$ cat config.mk
export PLATFORM = sky130hd
export DESIGN_NAME = tmk_time_keeper
export DESIGN_NICKNAME = d
export VERILOG_FILES = /design/src/inc/tmk_pkg.sv /design/src/inc/tmk_regbus_if.sv /design/src/verilog/tmk_time_keeper.sv /design/src/verilog/tmk_frac_tick.sv /design/src/verilog/tmk_axil_slave.sv
export SDC_FILE = /design/constraint.sdc
export NUM_CORES = 1
export LEC_CHECK = 0
export ABC_AREA = 0
export BUFFER_PORTS_ARGS = -buffer_cell sky130_fd_sc_hd__buf_2
export CORE_UTILIZATION = 50
export CTS_CLUSTER_SIZE = 10
export DETAILED_ROUTE_END_ITERATION = 8
export GPL_TIMING_DRIVEN = 0
export PLACE_DENSITY = 0.7
export SETUP_SLACK_MARGIN = 0.5
export SKIP_CTS_REPAIR_TIMING = 1
export SYNTH_ARGS = -nofsm -noshare
export SYNTH_HDL_FRONTEND = slang
export SYNTH_SLANG_ARGS = --single-unit
$ cat constraint.sdc
create_clock -name clk -period 6.74 [get_ports clk]
set_clock_uncertainty 0.15 [all_clocks]
set_input_delay 0.337 -clock clk [delete_from_list [all_inputs] [get_ports clk]]
set_output_delay 0.337 -clock clk [all_outputs]
set_load 0.03 [all_outputs]
$ cat src/inc/tmk_pkg.sv
// Constants, register map and address decoding shared by the time keeper files.
package tmk_pkg;

    // Clock rate and fractional time base, one fraction step is 1/2^20 s.
    localparam int unsigned CLK_HZ = 125_000_000;
    localparam int unsigned FRAC_HZ = 1_048_576;
    localparam int unsigned ACC_W = 28;
    localparam logic [ACC_W-1:0] ACC_STEP = ACC_W'(FRAC_HZ);
    localparam logic [ACC_W-1:0] ACC_WRAP = ACC_W'(CLK_HZ);

    // Field widths.
    localparam int unsigned ADDR_W = 10;
    localparam int unsigned SEC_W = 32;
    localparam int unsigned FRAC_W = 20;
    localparam int unsigned ADJ_W = 24;
    localparam int unsigned PAD_W = 12;

    // Register indices; the byte address is four times the index.
    localparam logic [7:0] IDX_SNAP_LO = 8'h80;
    localparam logic [7:0] IDX_SNAP_HI = 8'h81;
    localparam logic [7:0] IDX_STAGE = 8'h88;
    localparam logic [7:0] IDX_ADJ = 8'h8c;
    localparam logic [7:0] IDX_CTRL = 8'h8f;

    // Time control bit positions.
    localparam int unsigned CTL_LOAD_SEC = 0;
    localparam int unsigned CTL_SNAP = 1;
    localparam int unsigned CTL_LOAD_ADJ = 2;
    localparam int unsigned CTL_ADJ_EN = 4;
    localparam int unsigned CTL_ADJ_PLUS = 5;

    // Reset values.
    localparam logic [31:0] STAGE_RST = 32'h0000_0000;
    localparam logic [23:0] ADJ_RST = 24'h00_0000;
    localparam logic [31:0] SEC_RST = 32'h0000_0000;
    localparam logic [19:0] FRAC_RST = 20'h0_0000;

    // Bus responses.
    localparam logic [1:0] RESP_OKAY = 2'h0;
    localparam logic [1:0] RESP_SLVERR = 2'h2;

    function automatic logic [7:0] addr_idx(input logic [ADDR_W-1:0] a);
        return a[ADDR_W-1:2];
    endfunction

endpackage

$ cat src/inc/tmk_regbus_if.sv
// Register access carrier between the bus slave and the time keeper core.
`timescale 1ns/10ps
interface tmk_regbus_if;
    logic wr_en;
    logic [7:0] wr_idx;
    logic [31:0] wr_data;
    logic [3:0] wr_strb;
    logic wr_ok;
    logic [7:0] rd_idx;
    logic [31:0] rd_data;
    logic rd_ok;
    modport bus_end (output wr_en, wr_idx, wr_data, wr_strb, rd_idx, input wr_ok, rd_data, rd_ok);
    modport reg_end (input wr_en, wr_idx, wr_data, wr_strb, rd_idx, output wr_ok, rd_data, rd_ok);
endinterface

$ cat src/verilog/tmk_time_keeper.sv
// Time-of-day keeper with staging, load, snapshot and drift adjustment registers.
//
// Overview of operation
// - 32-bit staging register holds seconds or interval.
// - Control bit 0 loads staging into seconds.
// - Control bit 2 loads staging into interval.
// - Control bit 1 snapshots full 64-bit time.
// - Bit 4 enables drift adjustment, else plain counting.
// - Expiry steps by two, or skips, per bit 5.
// - Interval readable as 24-bit read-only register.
// - Control register eight bits, bits 7-6, 3 reserved.
// - Snapshot: seconds high, fraction 31-12, low zero.
//
// Decided for this implementation: register access over AXI4-Lite.
`timescale 1ns/10ps
module tmk_time_keeper (
    input wire logic clk,
    input wire logic resetn,
    input wire logic ce,
    input wire logic [9:0] s_axi_awaddr,
    input wire logic s_axi_awvalid,
    output logic s_axi_awready,
    input wire logic [31:0] s_axi_wdata,
    input wire logic [3:0] s_axi_wstrb,
    input wire logic s_axi_wvalid,
    output logic s_axi_wready,
    output logic [1:0] s_axi_bresp,
    output logic s_axi_bvalid,
    input wire logic s_axi_bready,
    input wire logic [9:0] s_axi_araddr,
    input wire logic s_axi_arvalid,
    output logic s_axi_arready,
    output logic [31:0] s_axi_rdata,
    output logic [1:0] s_axi_rresp,
    output logic s_axi_rvalid,
    input wire logic s_axi_rready,
    output logic [31:0] elapsed_seconds,
    output logic [19:0] elapsed_fraction
);
    tmk_regbus_if rb ();

    logic [31:0] stage_q;
    logic [23:0] drift_interval_value_q;
    logic [23:0] adj_cnt_q;
    logic [23:0] adj_cnt_d;
    logic [31:0] sec_q;
    logic [31:0] sec_d;
    logic [19:0] frac_q;
    logic [19:0] frac_d;
    logic [63:0] time_snapshot_reg_q;
    logic adj_en_q;
    logic adj_plus_q;
    logic frac_tick;
    logic ctl_wr;
    logic stage_wr;
    logic load_seconds_strobe;
    logic snapshot_strobe;
    logic load_interval_strobe;
    logic adj_expire;
    logic [1:0] frac_step;
    logic [20:0] frac_sum;
    logic frac_carry;
    logic [7:0] ctrl_rd;
    logic [63:0] time_now;

    tmk_axil_slave u_bus (
        .clk(clk),
        .resetn(resetn),
        .ce(ce),
        .s_axi_awaddr(s_axi_awaddr),
        .s_axi_awvalid(s_axi_awvalid),
        .s_axi_awready(s_axi_awready),
        .s_axi_wdata(s_axi_wdata),
        .s_axi_wstrb(s_axi_wstrb),
        .s_axi_wvalid(s_axi_wvalid),
        .s_axi_wready(s_axi_wready),
        .s_axi_bresp(s_axi_bresp),
        .s_axi_bvalid(s_axi_bvalid),
        .s_axi_bready(s_axi_bready),
        .s_axi_araddr(s_axi_araddr),
        .s_axi_arvalid(s_axi_arvalid),
        .s_axi_arready(s_axi_arready),
        .s_axi_rdata(s_axi_rdata),
        .s_axi_rresp(s_axi_rresp),
        .s_axi_rvalid(s_axi_rvalid),
        .s_axi_rready(s_axi_rready),
        .rb(rb)
    );

    tmk_frac_tick u_tick (
        .clk(clk),
        .resetn(resetn),
        .ce(ce),
        .tick(frac_tick)
    );

    // Write decoding; the control register lives in byte lane 0.
    assign stage_wr = rb.wr_en & (rb.wr_idx == tmk_pkg::IDX_STAGE);
    assign ctl_wr = rb.wr_en & (rb.wr_idx == tmk_pkg::IDX_CTRL) & rb.wr_strb[0];
    assign load_seconds_strobe = ctl_wr & rb.wr_data[tmk_pkg::CTL_LOAD_SEC];
    assign snapshot_strobe = ctl_wr & rb.wr_data[tmk_pkg::CTL_SNAP];
    assign load_interval_strobe = ctl_wr & rb.wr_data[tmk_pkg::CTL_LOAD_ADJ];
    assign rb.wr_ok = (rb.wr_idx == tmk_pkg::IDX_STAGE) | (rb.wr_idx == tmk_pkg::IDX_CTRL);

    // Drift timer counts fraction ticks; an interval of zero never expires.
    assign adj_expire = frac_tick & adj_en_q & (drift_interval_value_q != 24'h00_0000)
        & (24'(adj_cnt_q + 24'h00_0001) == drift_interval_value_q);
    assign frac_step = adj_expire ? (adj_plus_q ? 2'h2 : 2'h0) : 2'h1;
    assign frac_sum = {1'b0, frac_q} + {19'h0_0000, frac_step};
    assign frac_carry = frac_tick & frac_sum[20];
    assign frac_d = frac_tick ? frac_sum[19:0] : frac_q;
    // A seconds load wins over a carry landing in the same cycle.
    assign sec_d = load_seconds_strobe ? stage_q : (frac_carry ? 32'(sec_q + 32'h0000_0001) : sec_q);
    assign adj_cnt_d = (load_interval_strobe | adj_expire | ~adj_en_q) ? 24'h00_0000
        : (frac_tick ? 24'(adj_cnt_q + 24'h00_0001) : adj_cnt_q);

    // The snapshot view pads fraction into the upper 20 bits of the low word.
    assign time_now = {sec_q, frac_q, 12'h000};
    assign ctrl_rd = {2'h0, adj_plus_q, adj_en_q, 1'h0, 3'h0};

    // Read decoding.
    assign rb.rd_ok = (rb.rd_idx == tmk_pkg::IDX_SNAP_LO) | (rb.rd_idx == tmk_pkg::IDX_SNAP_HI)
        | (rb.rd_idx == tmk_pkg::IDX_STAGE) | (rb.rd_idx == tmk_pkg::IDX_ADJ) | (rb.rd_idx == tmk_pkg::IDX_CTRL);
    assign rb.rd_data = (rb.rd_idx == tmk_pkg::IDX_SNAP_LO) ? time_snapshot_reg_q[31:0]
        : (rb.rd_idx == tmk_pkg::IDX_SNAP_HI) ? time_snapshot_reg_q[63:32]
        : (rb.rd_idx == tmk_pkg::IDX_STAGE) ? stage_q
        : (rb.rd_idx == tmk_pkg::IDX_ADJ) ? {8'h00, drift_interval_value_q}
        : (rb.rd_idx == tmk_pkg::IDX_CTRL) ? {24'h00_0000, ctrl_rd}
        : 32'h0000_0000;

    assign elapsed_seconds = sec_q;
    assign elapsed_fraction = frac_q;

    // Staging register honours byte strobes lane by lane.
    for (genvar b = 0; b < 4; b++) begin : g_stage
        always_ff @(posedge clk) begin
            if (!resetn) begin
                stage_q[8*b +: 8] <= tmk_pkg::STAGE_RST[8*b +: 8];
            end else if (ce && stage_wr && rb.wr_strb[b]) begin
                stage_q[8*b +: 8] <= rb.wr_data[8*b +: 8];
            end
        end
    end

    always_ff @(posedge clk) begin
        if (!resetn) begin
            sec_q <= tmk_pkg::SEC_RST;
            frac_q <= tmk_pkg::FRAC_RST;
            adj_cnt_q <= tmk_pkg::ADJ_RST;
        end else if (ce) begin
            sec_q <= sec_d;
            frac_q <= frac_d;
            adj_cnt_q <= adj_cnt_d;
        end
    end

    always_ff @(posedge clk) begin
        if (!resetn) begin
            drift_interval_value_q <= tmk_pkg::ADJ_RST;
        end else if (ce && load_interval_strobe) begin
            drift_interval_value_q <= stage_q[23:0];
        end
    end

    always_ff @(posedge clk) begin
        if (!resetn) begin
            time_snapshot_reg_q <= 64'h0000_0000_0000_0000;
        end else if (ce && snapshot_strobe) begin
            time_snapshot_reg_q <= time_now;
        end
    end

    always_ff @(posedge clk) begin
        if (!resetn) begin
            adj_en_q <= 1'b0;
            adj_plus_q <= 1'b0;
        end else if (ce && ctl_wr) begin
            adj_en_q <= rb.wr_data[tmk_pkg::CTL_ADJ_EN];
            adj_plus_q <= rb.wr_data[tmk_pkg::CTL_ADJ_PLUS];
        end
    end
endmodule // tmk_time_keeper

$ cat src/verilog/tmk_frac_tick.sv
// Fraction tick generator: exact 2^20 ticks per second from the system clock.
`timescale 1ns/10ps
module tmk_frac_tick (
    input wire logic clk,
    input wire logic resetn,
    input wire logic ce,
    output logic tick
);
    // A phase accumulator avoids the drift of a rounded integer divider.
    logic [tmk_pkg::ACC_W-1:0] acc_q;
    logic [tmk_pkg::ACC_W-1:0] acc_sum;
    logic [tmk_pkg::ACC_W-1:0] acc_d;
    assign acc_sum = acc_q + tmk_pkg::ACC_STEP;
    assign tick = ce & (acc_sum >= tmk_pkg::ACC_WRAP);
    assign acc_d = tick ? acc_sum - tmk_pkg::ACC_WRAP : acc_sum;
    always_ff @(posedge clk) begin
        if (!resetn) begin
            acc_q <= '0;
        end else if (ce) begin
            acc_q <= acc_d;
        end
    end
endmodule // tmk_frac_tick

$ cat src/verilog/tmk_axil_slave.sv
// AXI4-Lite slave front end feeding single-cycle register accesses.
`timescale 1ns/10ps
module tmk_axil_slave (
    input wire logic clk,
    input wire logic resetn,
    input wire logic ce,
    input wire logic [9:0] s_axi_awaddr,
    input wire logic s_axi_awvalid,
    output logic s_axi_awready,
    input wire logic [31:0] s_axi_wdata,
    input wire logic [3:0] s_axi_wstrb,
    input wire logic s_axi_wvalid,
    output logic s_axi_wready,
    output logic [1:0] s_axi_bresp,
    output logic s_axi_bvalid,
    input wire logic s_axi_bready,
    input wire logic [9:0] s_axi_araddr,
    input wire logic s_axi_arvalid,
    output logic s_axi_arready,
    output logic [31:0] s_axi_rdata,
    output logic [1:0] s_axi_rresp,
    output logic s_axi_rvalid,
    input wire logic s_axi_rready,
    tmk_regbus_if.bus_end rb
);
    logic aw_full_q;
    logic w_full_q;
    logic [9:0] awaddr_q;
    logic [31:0] wdata_q;
    logic [3:0] wstrb_q;
    logic bvalid_q;
    logic [1:0] bresp_q;
    logic rvalid_q;
    logic [1:0] rresp_q;
    logic [31:0] rdata_q;
    logic do_wr;
    logic aw_hs;
    logic w_hs;
    logic ar_hs;

    // Address and data are held apart so they may arrive in either order.
    assign s_axi_awready = ce & ~aw_full_q;
    assign s_axi_wready = ce & ~w_full_q;
    assign s_axi_arready = ce & ~rvalid_q;
    assign aw_hs = s_axi_awvalid & s_axi_awready;
    assign w_hs = s_axi_wvalid & s_axi_wready;
    assign ar_hs = s_axi_arvalid & s_axi_arready;
    assign do_wr = ce & aw_full_q & w_full_q & ~bvalid_q;
    assign rb.wr_en = do_wr;
    assign rb.wr_idx = tmk_pkg::addr_idx(awaddr_q);
    assign rb.wr_data = wdata_q;
    assign rb.wr_strb = wstrb_q;
    assign rb.rd_idx = tmk_pkg::addr_idx(s_axi_araddr);
    assign s_axi_bvalid = bvalid_q;
    assign s_axi_bresp = bresp_q;
    assign s_axi_rvalid = rvalid_q;
    assign s_axi_rresp = rresp_q;
    assign s_axi_rdata = rdata_q;

    always_ff @(posedge clk) begin
        if (!resetn) begin
            aw_full_q <= 1'b0;
            w_full_q <= 1'b0;
            awaddr_q <= 10'h000;
            wdata_q <= 32'h0000_0000;
            wstrb_q <= 4'h0;
            bvalid_q <= 1'b0;
            bresp_q <= tmk_pkg::RESP_OKAY;
        end else if (ce) begin
            if (aw_hs) begin
                aw_full_q <= 1'b1;
                awaddr_q <= s_axi_awaddr;
            end else if (do_wr) begin
                aw_full_q <= 1'b0;
            end
            if (w_hs) begin
                w_full_q <= 1'b1;
                wdata_q <= s_axi_wdata;
                wstrb_q <= s_axi_wstrb;
            end else if (do_wr) begin
                w_full_q <= 1'b0;
            end
            if (do_wr) begin
                bvalid_q <= 1'b1;
                bresp_q <= rb.wr_ok ? tmk_pkg::RESP_OKAY : tmk_pkg::RESP_SLVERR;
            end else if (s_axi_bready) begin
                bvalid_q <= 1'b0;
            end
        end
    end

    always_ff @(posedge clk) begin
        if (!resetn) begin
            rvalid_q <= 1'b0;
            rresp_q <= tmk_pkg::RESP_OKAY;
            rdata_q <= 32'h0000_0000;
        end else if (ce) begin
            if (ar_hs) begin
                rvalid_q <= 1'b1;
                rdata_q <= rb.rd_ok ? rb.rd_data : 32'h0000_0000;
                rresp_q <= rb.rd_ok ? tmk_pkg::RESP_OKAY : tmk_pkg::RESP_SLVERR;
            end else if (s_axi_rready) begin
                rvalid_q <= 1'b0;
            end
        end
    end
endmodule // tmk_axil_slave

Word-level counts from Yosys, hierarchy flattened

Cells that the tools add are included.
Widths: inputs -> output; s select.

Add/subtract/negate cells: 5
Order comparisons: 1
Equality and inequality tests: 8
Mux-type cells: 22
Bitwise gates (word level): 32
Reduce and logical (&&, ||, !) cells: 26

Operators with widths:

| operator               | number |
|---|---|
| $mux 32                | 6 |
| $mux 24                | 3 |
| $eq 8x8->1 const B     | 7 |
| $add 32x1->32 const B  | 1 |
| $add 28x21->28 const B | 1 |
| $ge 28x27->1 const B   | 1 |
| $mux 28                | 1 |
| $sub 28x27->28 const B | 1 |
| $add 24x1->24 const B  | 1 |
| $eq 24x24->1           | 1 |
| $reduce_bool 24->1     | 1 |
| $reduce_and 2->1       | 11 |
| $add 20x2->21          | 1 |
| $and 1x1->1            | 20 |
| $reduce_bool 2->1      | 6 |
| $logic_and 1x1->1      | 8 |
| $mux 2                 | 4 |
| $mux 1                 | 7 |
| $or 1x1->1             | 7 |
| $mux 6                 | 1 |
| $not 1->1              | 5 |

Flip-flop bits (word level): 300
Input port bits: 64
Output and inout bits: 93
Logic and storage cells: 116

Logic depth before layout (Yosys ltp)

Word-level depth: 11
Depth in mapped cells: 20
Mapped depth without buffers: 19

Modules after synthesis

A second synthesis with hierarchy kept.

Cells, all modules: 1,826
Area, all modules: 15,120.8 sq um

By module, submodules not included:

| module          | instances | cells an instance | area each (sq um) | seq. area each (sq um) |
|---|---|---|---|---|
| tmk_time_keeper | 1         | 1,245             | 9,889.5           | 3,723.6 |
| tmk_axil_slave  | 1         | 373               | 3,463.3           | 1,641.6 |
| tmk_frac_tick   | 1         | 208               | 1,767.9           | 440.4 |

Least setup slack after synthesis

Ideal clock, no wire load.

Path kind: reg-to-reg
Start point: reg adj_cnt_q[0]
End point: reg sec_q[19], in the netlist elapsed_seconds[19]
Setup time: 0.133 ns
Arrival time: 4.427 ns
Required time: 6.457 ns
Path slack: 2.031 ns
Stages on the path, launching flop included: 18
Period minus slack after synthesis: 4.709 ns
Path through: dfxtp_1 ha_1 buf_2 nand3_1 xnor2_1 or4_1 nor4_1 nand4b_1 nor4_1 nand3_1 fa_1 nor3b_1 nand3_1 or2_2 nor4_2 and4_1 xnor2_1 a21oi_1

Longest elaborated chain between the ends: 8

Ends and longest elaborated chain:

| what                        | RTL line               | source |
|---|---|---|
| from (decl)                 | tmk_time_keeper.sv:44  | `logic [23:0] adj_cnt_q;` |
| from (signal assigned)      | tmk_time_keeper.sv:149 | `adj_cnt_q <= tmk_pkg::ADJ_RST;` |
| from (signal assigned)      | tmk_time_keeper.sv:153 | `adj_cnt_q <= adj_cnt_d;` |
| $add 24x1->24               | tmk_time_keeper.sv:107 | `& (24'(adj_cnt_q + 24'h00_0001) == drift_interval_value_q);` |
| $eq 24x24->1                | tmk_time_keeper.sv:107 |  |
| $and 1x1->1                 | tmk_time_keeper.sv:107 |  |
| $mux 2                      | tmk_time_keeper.sv:108 | `assign frac_step = adj_expire ? (adj_plus_q ? 2'h2 : 2'h0) : 2'h1;` |
| $add 20x2->21               | tmk_time_keeper.sv:109 | `assign frac_sum = {1'b0, frac_q} + {19'h0_0000, frac_step};` |
| $and 1x1->1                 | tmk_time_keeper.sv:110 | `assign frac_carry = frac_tick & frac_sum[20];` |
| $reduce_bool 2->1 (no line) | n/a                    |  |
| $reduce_and 2->1 (no line)  | n/a                    |  |
| to (signal assigned)        | tmk_time_keeper.sv:147 | `sec_q <= tmk_pkg::SEC_RST;` |
| to (decl)                   | tmk_time_keeper.sv:46  | `logic [31:0] sec_q;` |

No other way between the ends.
A chain may end at the register's enable or synchronous reset.

Worst setup path after layout

Start point: reg adj_cnt_q[13]
End point: reg sec_q[31], in the netlist elapsed_seconds[31]

The elaborated chain is that of the path after synthesis.

==> impl_results.md <==
* Status: finished, final reports clean
* Most frequent cells in the layout: 351 x nand2_1, 290 x dfxtp_1, 212 x a21oi_1
* Mapped Avg Cell Area at 7.89 um2
* Post-DP HPWL at 32900 um
* Commonest non-fill, non-tap cell in the layout: nand2_1
* Final instance area at approximately 16000 um2
* Wire per inst at 19.4 um
* Number of buffers added on ports at roughly 150
* Pleak at 6.17 nW
* YS warnings at 0
* Crit end category: flip-flop
* Clock slew at reported path FFs at ~0.06 ns
* Final min period at 5.89 ns
* Sequential fraction of the synthesis area at 0.425
* Hold Fails Final Rpt at 0
* Peak supply drop at 0.177 mV
* Diodes inserted at 0
* Worst path max stage delay at 0.56 ns
* DRC Markers at 0
* Placed Area at 14800 um2
* WL final at between 40000 and 50000 um
* Mapped Area at around 14000 um2
* CP cell instances: clkbuf_1 > nand2_1 > nor4_2 > nand4_1 > xnor2_1 > nor4_1 > o31ai_1 > nor4_4 > nand3_1 > fa_1 > nor3b_2 > nand3_1 > nor4_1 > nand4_1 > nor3_1 > xnor2_1 > a21oi_1
* Maximum fanout along the worst path at 9
* Gate Count Post-Synth at 1734
* Row cnt at 60
* Clock Sink Count at 290
* Drt pass-1 iters at 6
* Crit path arrival time at 6.13 ns
* Worst Path Required at 6.98 ns
* Post-synth cell types at 73
* Vias at 13600
* Clk buf depth at 3
* Worst min path class: primary input to flip-flop
* CP Class: flip-flop to flip-flop
* Setup violations, final at 0
* P&R area growth vs syn at 19.5%
* Worst-Skew Late Latency at 0.53 ns
* First-pass GRT wire length at 68200 um
* Pins Over Slew Limit at 0
* Ports at 157
* Slew HR at 0.210
* Power Density at roughly 220 nW/um2
* CTS tree: yes
* Final Cycle Share at 0.874
* Buf+Inv Stages, Crit Path at 1
* Startpoint Class: flip-flop
* Slowest-stage cell, CP: fa_1
* Grt ovf at 0
* Initial Util at 0.509
* Share of cells above drive strength 1 at 0.120
* Die extent in x at 167 um
* Post-synth EDFFs at 0
* Largest delay share family, worst path: simple AND/OR/NAND/NOR gates
* Root buffer cell: clkbuf_16
* H-tree depth at 2
* Fin util at 0.608
* Total negative setup slack at 0 ns
* Vias in the first global route at between 10000 and 15000
* Die Span Y at 167 um
* Starting DRC count in detailed routing at around 1400
* Least-Margin Pin Slew at ~1.2 ns
* Register bit count reported by yosys at 290
* Total Routing Usage GR at 0.312
* Top_reg_cell synth: dfxtp_1
* Fmax at ~170 MHz
* Total CTS buffers at 36
* Share of flip-flops with an asynchronous set or reset at 0
* Antenna violations before repair at 0
* Max_cap viols at 0
* Antenna Nets Post-Route at 0
* Total core area at 26900 um2
* Pwr Total at 0.00362 W
* Nets@finish at 2041
* Die area at between 20000 and 30000 um2
* RSZ-0062 raised after global routing: false
* Hold_ws at 0.0740 ns
* RD Place Congestion at 0.961
* Vias per std cell at just under 6
* Largest net degree at the start of global routing at 11
==> report_power, final <==
group	internal [W]	switching (W)
clock	0.000983	0.000727
combinational	0.0000590	0.000109
sequential	0.00173	0.0000119
==> tightest hold or removal path, delay by kind of cell <==
kind,cells,cell delay (ns)
compound gates,1,0.05
buf+inv,1,0.19
simple gates,1,0.13
==> final cells by class <==
type / instances / area, um2
Clock buffer: 43 / 937
Clock inverter: 7 / 65.1
Timing Repair Buffer: 195 / 1210
Multi-Input combinational cell: 1307 / 7360
Sequential cell: 290 / 5810
Inverter: 27 / 101
Tap cell: 341 / 427
Fill cell: 2415 / 10500
Buffer: 111 / 445
==> worst paths after layout <==
kind | startpoint | to | slack [ns] | depth (start not counted)
worst max-delay path | adj_cnt_q[13]$_SDFFE_PN0P_ | elapsed_seconds[31]$_SDFFE_PN0P_ | 0.85 | 17
worst max register to register | adj_cnt_q[13]$_SDFFE_PN0P_ | elapsed_seconds[31]$_SDFFE_PN0P_ | 0.85 | 17
worst min register to register | time_snapshot_reg_q[34]$_SDFFE_PN0P_ | time_snapshot_reg_q[34]$_SDFFE_PN0P_ | 0.31 | 2
worst min-delay path | s_axi_awvalid | u_bus.awaddr_q[5]$_SDFFE_PN0P_ | 0.07 | 3
==> registers in the layout, indices dropped and copies added (netlist names) <==
register,flops
drift_interval_value_q,24
u_bus.s_axi_bresp,1
u_bus.s_axi_rvalid,1
u_bus.s_axi_rdata,32
u_bus.rb.wr_data,32
elapsed_fraction,20
u_bus.s_axi_bvalid,1
elapsed_seconds,32
u_tick.acc_q,22
u_bus.w_full_q,1
adj_cnt_q,24
time_snapshot_reg_q,52
u_bus.aw_full_q,1
adj_plus_q,1
adj_en_q,1
u_bus.awaddr_q,8
stage_q,32
u_bus.rb.wr_strb,4
u_bus.s_axi_rresp,1
==> metrics by stage <==
step | cells | setup WS (ns)
after CTS | 2275 | 0.269
after detailed placement | 2225 | 0.329
after floorplan | 1735 | 2.03
after global placement | 2225 | 0.334
after global routing | 2321 | 0.572
final | 2321 | 0.851
==> cell usage after synthesis (4+ instances only) <==
cell,instances,area [um2]
nor3_1,35,175
nand2_1,351,1320
o31ai_1,11,82.6
nand2b_1,8,50.1
a222oi_1,4,40.0
a22oi_1,20,150
inv_1,27,101
and4_1,8,70.1
xnor2_1,66,578
a221oi_1,8,70.1
nor2_1,171,642
nand3b_1,4,30.0
clkbuf_1,94,353
a221o_1,9,90.1
nor2b_1,7,43.8
o211ai_1,4,30.0
o21ai_0,58,290
or3_1,5,31.3
a21oi_1,212,1060
nor4b_1,5,43.8
a22o_1,10,87.6
nand4b_1,6,52.6
mux2i_1,51,510
xor2_1,37,324
a31oi_1,6,37.5
and3_1,20,125
nor3b_1,7,52.6
mux2_2,4,45.0
buf_2,11,55.1
nand3_1,54,270
dfxtp_1,290,5810
nor4_1,20,125
buf_4,4,30.0
ha_1,8,100
and2_1,11,68.8
nand4_1,25,156
a211oi_1,6,45.0
or4_1,6,45.0
==> per-layer routing <==
| metal | vias to the layer above | wire [um] | track usage | part of all wire |
|---|---|---|---|---|
| met3 | 135 | 3480 | 0.0565 | 0.077 |
| li1 | 6474 | - | - | - |
| met5 | - | 0 | 0 | 0 |
| met4 | 0 | 2300 | 0.152 | 0.051 |
| met1 | 6405 | 18900 | 0.404 | 0.42 |
| met2 | 568 | 20300 | 0.502 | 0.45 |
==> logic make-up (layout without fill, tap and decap cells) <==
family	after synthesis	count (layout)	share of synthesized area
AOI/OAI and AO/OA	373	373	0.161
xor gates and xnor gates	103	103	0.0660
adders and majority gates	9	9	0.00879
buffers and inverters	138	383	0.0400
DFF	290	290	0.425
muxes	55	55	0.0406
other	1	2	0.000274
and+or+nand+nor	765	765	0.259
(Power assumes the default switching activity.)
